**src/core/fms_pkg.sv**
```systemverilog
package fms_pkg;
  localparam int FMS_CLK_HZ      = 40_000_000;
  localparam int FMS_CLK_MHZ     = FMS_CLK_HZ / 1_000_000;
  localparam int FMS_IN_DGL_NS   = 200_000;
  localparam int FMS_RST_DGL_NS  = 10_000;
  localparam int FMS_CLK_DGL_NS  = 2_000;
  localparam int FMS_WDOG_S_MS   = 32;
  localparam int FMS_WDOG_L_MS   = 128;
  localparam int FMS_CLK_LOW_HZ  = 100;
  localparam int FMS_IN_DGL_CYC  = FMS_IN_DGL_NS * FMS_CLK_MHZ / 1000;
  localparam int FMS_RST_DGL_CYC = FMS_RST_DGL_NS * FMS_CLK_MHZ / 1000;
  localparam int FMS_CLK_DGL_CYC = FMS_CLK_DGL_NS * FMS_CLK_MHZ / 1000;
  localparam int FMS_WDOG_S_CYC  = FMS_WDOG_S_MS * FMS_CLK_MHZ * 1000;
  localparam int FMS_WDOG_L_CYC  = FMS_WDOG_L_MS * FMS_CLK_MHZ * 1000;
  localparam int FMS_CLK_LOW_CYC = FMS_CLK_HZ / FMS_CLK_LOW_HZ;
  localparam int FMS_NDIR = 4;
  localparam int FMS_NDGL = FMS_NDIR + 1;
  localparam int FMS_NOUT = 5;
  localparam int FMS_NFLT = 8;
  localparam int FMS_MOD_W  = 4;
  localparam int FMS_DGL_W  = 13;
  localparam int FMS_RST_W  = 9;
  localparam int FMS_CKD_W  = 7;
  localparam int FMS_MON_W  = 19;
  localparam int FMS_WDOG_W = 23;
  localparam logic [FMS_RST_W-1:0] FMS_RST_LIM =
    FMS_RST_W'(FMS_RST_DGL_CYC - 1);
  localparam logic [FMS_CKD_W-1:0] FMS_CKD_LIM =
    FMS_CKD_W'(FMS_CLK_DGL_CYC - 1);
  // fault order: open load, short to supply, severe short to ground,
  // overcurrent, overtemperature, clock fail, undervoltage, overvoltage
  localparam logic [FMS_NFLT-1:0] FMS_FLT_CLK_M = 8'h20;

  typedef enum logic [2:0] {
    FMS_NORMAL = 3'h1,
    FMS_FAIL   = 3'h2,
    FMS_OFF    = 3'h4
  } fms_mode_t;

  typedef struct packed {
    logic                wake_reset_input;
    logic                fail_force_input;
    logic [FMS_NDIR-1:0] direct_drive_inputs;
    logic                clock_pin;
  } fms_pins_t;

  typedef struct packed {
    logic        done;
    logic        toggle_bit;
    logic [15:0] bits;
    logic        qstat1_read;
  } fms_frame_t;

  typedef struct packed {
    fms_pins_t                          s1;
    fms_pins_t                          s2;
    logic [FMS_NDGL-1:0]                dgl;
    logic [FMS_NDGL-1:0][FMS_DGL_W-1:0] dgl_cnt;
    logic                               rst_f;
    logic [FMS_RST_W-1:0]               rst_cnt;
    logic                               clk_f;
    logic [FMS_CKD_W-1:0]               clk_cnt;
    logic                               mon;
    logic                               seen;
    logic [FMS_MON_W-1:0]               mon_cnt;
    logic [FMS_WDOG_W-1:0]              wdog_cnt;
    logic                               tog_last;
    logic                               comm_fail;
    logic                               link_flag;
    fms_mode_t                          mode;
    logic [FMS_NFLT-1:0]                faults;
    logic [FMS_NOUT-1:0]                pout;
    logic                               ext;
    logic                               clk_oe;
  } fms_state_t;

  localparam fms_state_t FMS_STATE_RST = '{mode: FMS_OFF, default: '0};
endpackage

```
**src/core/fms_supervisor.sv**
```systemverilog
`timescale 1ns/1ps
module fms_supervisor
  import fms_pkg::*;
#(
  parameter logic [FMS_DGL_W-1:0]  IN_DGL_CYC   = FMS_DGL_W'(FMS_IN_DGL_CYC),
  parameter logic [FMS_WDOG_W-1:0] WDOG_S_CYC   = FMS_WDOG_W'(FMS_WDOG_S_CYC),
  parameter logic [FMS_WDOG_W-1:0] WDOG_L_CYC   = FMS_WDOG_W'(FMS_WDOG_L_CYC),
  parameter logic [FMS_MON_W-1:0]  CLK_LOW_CYC  = FMS_MON_W'(FMS_CLK_LOW_CYC)
) (
  input  wire logic                SYS_CLK,
  input  wire logic                NRST,
  input  wire fms_pins_t           PIN_IN,
  input  wire fms_frame_t          FRAME,
  input  wire logic                WATCHDOG_PERIOD_SELECT,
  input  wire logic                AWAKE,
  input  wire logic                MAIN_SUPPLY_OK,
  input  wire logic                LOGIC_SUPPLY_OK,
  input  wire logic                GROUND_OK,
  input  wire logic [FMS_NOUT-1:0] PWM_CHANNEL,
  input  wire logic [FMS_NOUT-1:0] CHANNEL_CONTROL_SIGNAL,
  input  wire logic                EXT_SWITCH_SETTING,
  input  wire logic [FMS_NFLT-1:0] FAULT_COND,
  output logic [FMS_NOUT-1:0]      POWER_CHANNEL_OUTPUTS,
  output logic                     EXTERNAL_SWITCH_CONTROL_OUTPUT,
  output logic                     CLOCK_PIN_O,
  output logic                     CLOCK_PIN_OE,
  output logic                     FAIL_MODE,
  output logic                     LINK_FAILURE_FLAG,
  output logic                     FAIL_FORCE_LEVEL,
  output logic                     CLOCK_VALID,
  output logic [FMS_NFLT-1:0]      FAULT_FLAGS,
  output logic                     REGS_CLEAR
);
  fms_state_t            q;
  fms_state_t            d;
  logic [FMS_NDGL-1:0]   dgl_raw;
  logic                  clk_bad;
  logic                  clk_valid;
  logic [FMS_NFLT-1:0]   fcond;
  logic                  qread;
  logic [FMS_WDOG_W-1:0] wdog_lim;
  logic                  wdog_exp;
  logic                  frame_ok;
  logic                  comm_set;
  logic                  fail_cond;
  logic                  off_cond;
  logic                  fail_exit;
  logic [FMS_NOUT-1:0]   chan_src;
  logic [FMS_NOUT-1:0]   dir_map;

  assign dgl_raw   = {q.s2.direct_drive_inputs, q.s2.fail_force_input};
  assign clk_bad   = q.mon && (q.mon_cnt == CLK_LOW_CYC);
  assign clk_valid = q.mon && q.seen && !clk_bad;
  assign fcond     = (FAULT_COND & ~FMS_FLT_CLK_M) |
                     ({FMS_NFLT{clk_bad}} & FMS_FLT_CLK_M);
  assign qread     = FRAME.done && FRAME.qstat1_read;
  assign wdog_lim  = WATCHDOG_PERIOD_SELECT ? WDOG_L_CYC : WDOG_S_CYC;
  assign wdog_exp  = q.wdog_cnt >= wdog_lim;
  assign frame_ok  = FRAME.done && (FRAME.toggle_bit != q.tog_last) &&
                     (FRAME.bits[FMS_MOD_W-1:0] == '0);
  // a bad frame and a good frame never coincide, so set wins trivially
  assign comm_set  = !frame_ok && ((FRAME.done) || wdog_exp);
  assign fail_cond = q.dgl[0] || q.comm_fail;
  assign off_cond  = !MAIN_SUPPLY_OK && !LOGIC_SUPPLY_OK;
  assign fail_exit = (q.mode == FMS_FAIL) && !fail_cond && !off_cond;
  // without a valid clock the channels take their control signals directly
  assign chan_src  = clk_valid ? PWM_CHANNEL : CHANNEL_CONTROL_SIGNAL;
  assign dir_map   = {1'b0, q.dgl[FMS_NDGL-1:1]};

  always_comb begin
    d    = q;
    d.s1 = PIN_IN;
    d.s2 = q.s1;
    for (int i = 0; i < FMS_NDGL; i++) begin
      if (dgl_raw[i] == q.dgl[i]) begin
        d.dgl_cnt[i] = '0;
      end else if (q.dgl_cnt[i] == IN_DGL_CYC - 1'b1) begin
        d.dgl[i]     = dgl_raw[i];
        d.dgl_cnt[i] = '0;
      end else begin
        d.dgl_cnt[i] = q.dgl_cnt[i] + 1'b1;
      end
    end
    if (q.s2.wake_reset_input) begin
      d.rst_f   = 1'b1;
      d.rst_cnt = '0;
    end else if (q.rst_f) begin
      if (q.rst_cnt == FMS_RST_LIM) begin
        d.rst_f   = 1'b0;
        d.rst_cnt = '0;
      end else begin
        d.rst_cnt = q.rst_cnt + 1'b1;
      end
    end
    if (q.s2.clock_pin == q.clk_f) begin
      d.clk_cnt = '0;
    end else if (q.clk_cnt == FMS_CKD_LIM) begin
      d.clk_f   = q.s2.clock_pin;
      d.clk_cnt = '0;
    end else begin
      d.clk_cnt = q.clk_cnt + 1'b1;
    end
    if (!q.rst_f) begin
      d.mon     = 1'b0;
      d.seen    = 1'b0;
      d.mon_cnt = '0;
    end else if (!q.mon) begin
      d.mon     = 1'b1;
      d.mon_cnt = '0;
    end else if (d.clk_f && !q.clk_f) begin
      d.seen    = 1'b1;
      d.mon_cnt = '0;
    end else if (q.mon_cnt != CLK_LOW_CYC) begin
      d.mon_cnt = q.mon_cnt + 1'b1;
    end
    // flags hold until the cause is gone and quick status 1 is read
    d.faults = (q.faults & ~({FMS_NFLT{qread}} & ~fcond)) |
               fcond;
    if (FRAME.done) begin
      d.tog_last = FRAME.toggle_bit;
    end
    if (frame_ok) begin
      d.wdog_cnt = '0;
    end else if (!wdog_exp) begin
      d.wdog_cnt = q.wdog_cnt + 1'b1;
    end
    d.comm_fail = comm_set ||
                  (q.comm_fail && !(frame_ok && !q.dgl[0]));
    d.link_flag = comm_set || (q.link_flag && !fail_exit);
    case (q.mode)
      FMS_OFF: begin
        if (!off_cond) begin
          d.mode = FMS_NORMAL;
        end
      end
      FMS_NORMAL: begin
        if (off_cond) begin
          d.mode = FMS_OFF;
        end else if (fail_cond) begin
          d.mode = FMS_FAIL;
        end
      end
      FMS_FAIL: begin
        if (off_cond) begin
          d.mode = FMS_OFF;
        end else if (!fail_cond) begin
          d.mode = FMS_NORMAL;
        end
      end
      default: d.mode = FMS_OFF;
    endcase
    if (off_cond) begin
      d.faults    = '0;
      d.comm_fail = 1'b0;
      d.link_flag = 1'b0;
      d.wdog_cnt  = '0;
    end
    if (!GROUND_OK || !MAIN_SUPPLY_OK || q.mode == FMS_OFF) begin
      d.pout = '0;
    end else if (q.mode == FMS_FAIL) begin
      d.pout = dir_map;
    end else begin
      d.pout = chan_src | dir_map;
    end
    if (!GROUND_OK) begin
      d.ext = 1'b1;
    end else if (q.mode != FMS_NORMAL || !AWAKE) begin
      d.ext = 1'b0;
    end else begin
      d.ext = EXT_SWITCH_SETTING;
    end
    // a reset-woken device keeps the pin as an input
    d.clk_oe = AWAKE && !q.rst_f && MAIN_SUPPLY_OK &&
               q.mode != FMS_OFF;
  end

  always_ff @(posedge SYS_CLK or negedge NRST) begin
    if (!NRST) begin
      q <= FMS_STATE_RST;
    end else begin
      q <= d;
    end
  end

  assign POWER_CHANNEL_OUTPUTS          = q.pout;
  assign EXTERNAL_SWITCH_CONTROL_OUTPUT = q.ext;
  assign CLOCK_PIN_O                    = 1'b1;
  assign CLOCK_PIN_OE                   = q.clk_oe;
  assign FAIL_MODE                      = q.mode == FMS_FAIL;
  assign LINK_FAILURE_FLAG              = q.link_flag;
  assign FAIL_FORCE_LEVEL               = q.s2.fail_force_input;
  assign CLOCK_VALID                    = clk_valid;
  assign FAULT_FLAGS                    = q.faults;
  assign REGS_CLEAR                     = q.mode == FMS_OFF;
endmodule

```
**config.mk**
```make
export PLATFORM = sky130hd
export DESIGN_NAME = fms_supervisor
export DESIGN_NICKNAME = d
export VERILOG_FILES = /design/src/core/fms_pkg.sv /design/src/core/fms_supervisor.sv
export SDC_FILE = /design/constraint.sdc
export NUM_CORES = 1
export LEC_CHECK = 0
export BUFFER_PORTS_ARGS = -buffer_cell sky130_fd_sc_hd__buf_2
export CAP_MARGIN = 10
export CORE_UTILIZATION = 25
export CTS_CLUSTER_SIZE = 40
export DETAILED_ROUTE_END_ITERATION = 8
export PLACE_DENSITY = 0.47
export SLEW_MARGIN = 20
export SYNTH_ARGS = -nofsm -noshare
export SYNTH_HDL_FRONTEND = slang
export SYNTH_SLANG_ARGS = --single-unit
```
**constraint.sdc**
```tcl
create_clock -name SYS_CLK -period 3.66 [get_ports SYS_CLK]
set_input_delay 0.183 -clock SYS_CLK [delete_from_list [all_inputs] [get_ports SYS_CLK]]
set_output_delay 0.183 -clock SYS_CLK [all_outputs]
set_load 0.01 [all_outputs]
```
==> results.rst <==
.. list-table::
   :header-rows: 1

   * - Metric
     - Value
   * - Outcome
     - completed
   * - Number of synthesized register bits
     - ~170
   * - Average footprint of a synthesized cell
     - 10.1 um2
   * - Fraction of synthesis flops using an asynchronous set or reset pin
     - 100%
   * - Finish-stage setup viols
     - 0
   * - # nets final
     - around 940
   * - Hold Violations, Final
     - 0
   * - HPWL after detailed placement
     - 11500 um
   * - Layout Cell Area excl Fill
     - 9530 um2
   * - Buffer cell driving the clock tree root
     - clkbuf_16
   * - Primary flip-flop cell chosen by synthesis mapping
     - dfrtp_1
   * - Synthesized instance count
     - about 800
   * - Vias in the first global route
     - ~6000
   * - Hold-fix buffer count after cts
     - 18
   * - Required time of the worst setup path
     - roughly 3.5 ns
   * - Number of instances resized during post-cts repair
     - 0
   * - Placeable core region
     - between 30000 and 40000 um2
   * - Met3 routing resource usage after global routing
     - under 10%
   * - Worst-path clk slew
     - around 0.060 ns
   * - Count of buffers inserted at the top-level ports
     - 58
   * - Number of enable flip-flop cells after synthesis
     - 0
   * - Number of vias per cell after detailed routing
     - roughly 4.5
   * - Layout-stage area growth over the synthesis result
     - 18.6%
   * - Worst hold path class
     - in -> reg
   * - Total overflow reported by the global router
     - 0
   * - Iteration count of the initial detailed-routing pass
     - 4
   * - Slew @ Worst Pin
     - approximately 0.84 ns
   * - Kind of start point of the critical path
     - flip-flop
   * - Highest-count cells in the layout ignoring fill and taps
     - dfrtp_1 (166), nor2_1 (126), nand2_1 (61), buf_2 (57), nand3_1 (46)
   * - TritonCTS Sinks
     - about 170
   * - # Post-CTS Setup Buffers
     - 0
   * - FMAX
     - slightly above 400 MHz
   * - Pin count of the biggest net entering global routing
     - between 100 and 150
   * - Count of distinct cell types in the synthesized netlist
     - between 50 and 60
   * - Unrepaired setup endpoints after global routing
     - no
   * - Share of synthesized area occupied by flip-flops and latches
     - 52.0%
   * - Final routed wire length divided by cell count
     - between 10 and 15 um
   * - Maximum resistive drop on vdd
     - 0.000333 V
   * - End-of-flow core utilization
     - between 30% and 40%
   * - Cell Chain, Critical Path
     - inv_1 -> ha_1 -> nor4b_1 -> nand3_1 -> o211ai_2 -> inv_1 -> buf_2
   * - Number of levels in the clock H-tree
     - 4
   * - Data arrival at the endpoint of the critical path
     - 2.28 ns
   * - Global-route usage over all layers
     - roughly 11%
   * - Pins over their slew limit
     - 0
   * - Starting DRT DRC Count
     - approximately 270
   * - Endpoint kind of the worst setup timing path
     - output pin
   * - Post-route ant nets
     - 0
   * - Hold slack final
     - approximately 0.03 ns
   * - Fraction of final layout cells sized beyond drive strength 1
     - a little over an eighth
   * - Most common cell after layout, fill and taps aside
     - dfrtp_1
   * - Overall via count from detail_route
     - 5850
   * - Routability cong.
     - ~0.74
   * - Global-route wire length before repair
     - approximately 29000 um
   * - Critical Setup Path Class
     - reg -> out
   * - Number of violations of the max-capacitance limit
     - 0
   * - Final critical-path share of the clock period
     - 67.3%
   * - Placed inst area
     - between 8000 and 9000 um2
   * - Overall die height
     - between 150 and 200 um
   * - Worst path max stage delay
     - 0.58 ns
   * - Setup clock skew after layout
     - 0.0113 ns
   * - Initial cell density of the core
     - between 20 and 30%
   * - Aggregate negative setup slack
     - 0 ns
   * - Synth warnings
     - 0
   * - DRC viols
     - 0
   * - Most Crowded Layer GR
     - met2
   * - Later-pin clock latency in the skew report
     - 0.43 ns
   * - Most numerous cell on the critical path
     - inv_1
   * - Met2 global-route usage
     - between 10% and 20%
   * - Max-slew headroom at the worst pin
     - 43.7%
   * - Total Die Area
     - approximately 33000 um2
   * - Ant. Diodes
     - 0
   * - Leak
     - 4.18 nW
   * - Total clock buffers created by CTS
     - 17
   * - Max stage delay cell, worst path
     - o211ai_2
   * - Shortest clock period the worst path allows after layout
     - 2.46 ns
   * - Num ports
     - between 70 and 80
   * - Total power density per cell area
     - 455 nW/um2
   * - Clock Tree Buf Depth
     - 2
   * - Antenna violations before repair
     - 0
   * - Post-Synthesis Net Count
     - approximately 870
   * - CP Max Fanout
     - 6
   * - Post-Syn Area
     - about 8000 um2
   * - Detailed-route wire length
     - 17000 um
   * - Number of core rows
     - 65
   * - Worst setup slack for register-to-register paths
     - between 1 and 1.5 ns
   * - Die width
     - between 150 and 200 um
   * - Clock tree from TritonCTS
     - done
   * - Met1 demand-to-capacity share in global routing
     - about 14%
## cell type report
| cell class | count | area [um2] |
|---|---|---|
| Fill cell | 3312 | 22000 |
| Sequential cell | 167 | 4180 |
| Multi-Input combinational cell | 583 | 3620 |
| Timing Repair Buffer | 84 | 569 |
| Tap cell | 402 | 503 |
| Clock buffer | 19 | 443 |
| Clock inverter | 13 | 145 |
| Inverter | 18 | 67.6 |
## power by group
part	total (mW)	internal [mW]	switching (mW)
logic	0.429	0.187	0.242
registers	2.08	1.96	0.123
clock network	1.83	1.03	0.794
total	4.34	3.18	1.16
## metrics by stage
stage / setup WS (ns) / total power [mW] / instances
floorplan: 1.38 / 2.36 / 798
global placement: 1.25 / 2.53 / 1235
detailed placement: 1.18 / 2.54 / 1235
CTS: 1.13 / 4.43 / 1285
global route: 1.03 / 4.57 / 1286
finish: 1.20 / 4.34 / 1286
## routing by layer
layer  wire length (um)  share of wire, %  up-vias
li1                   -                 -     2929
met1               8450                50     2857
met2               8010                47       52
met3                392               2.3       12
met4                182               1.1        0
met5                  0                 0        -
## registers in the layout (all words and copies together) (netlist names)
signal	cells
dgl_raw	4
POWER_CHANNEL_OUTPUTS	5
LINK_FAILURE_FLAG	1
q	135
CLOCK_PIN_OE	1
FAULT_FLAGS	8
dir_map	4
FAIL_FORCE_LEVEL	1
d	7
EXTERNAL_SWITCH_CONTROL_OUTPUT	1
## critical path, delay by kind of cell (launching register included)
kind,cells,cell delay (ns)
buffers and inverters,3,0.34
adders and majority gates,1,0.15
DFF,1,0.41
and+or+nand+nor,2,0.38
AOI/OAI and AO/OA,1,0.58
## kinds of logic (layout without fill, tap and decap cells)
group | Yosys count | in the layout | synth area share (%)
other | 1 | 1 | 0.0467
adder cells (fa/ha/maj) | 19 | 19 | 2.96
AO/OA/AOI/OAI | 90 | 90 | 7.32
AND/OR/NAND/NOR | 373 | 373 | 23.4
XOR/XNOR | 86 | 86 | 9.37
flip-flops | 167 | 167 | 52.0
multiplexers | 14 | 14 | 1.85
buffers and inverters | 48 | 134 | 3.05
## final timing paths
check / startpoint / endpoint / cells past startpoint
min: FRAME[17] / q[20]$_DFFE_PN0P_ / 2
min reg2reg: d[153]$_DFF_PN0_ / q[153]$_DFF_PN0_ / 0
max: q[44]$_DFFE_PN0P_ / CLOCK_VALID / 7
max in group asynchronous: NRST / q[132]$_DFF_PN0_ / 4
max reg2reg: q[41]$_DFFE_PN0P_ / q[43]$_DFFE_PN0P_ / 6
min in group asynchronous: NRST / q[57]$_DFFE_PN0P_ / 2
## Yosys cell counts, types with 16 or more instances
cell type / number / area (um2)
or4_1: 16 / 120
xnor2_1: 43 / 377
nor2_1: 126 / 473
nand3_1: 46 / 230
nand2_1: 61 / 229
o21ai_0: 22 / 110
buf_4: 17 / 128
dfrtp_1: 166 / 4150
xor2_1: 43 / 377
inv_1: 18 / 67.6
nor3_1: 18 / 90.1
nand4_1: 26 / 163
a21oi_1: 35 / 175
ha_1: 19 / 238
No activity file was read; power rests on OpenSTA's default activity.
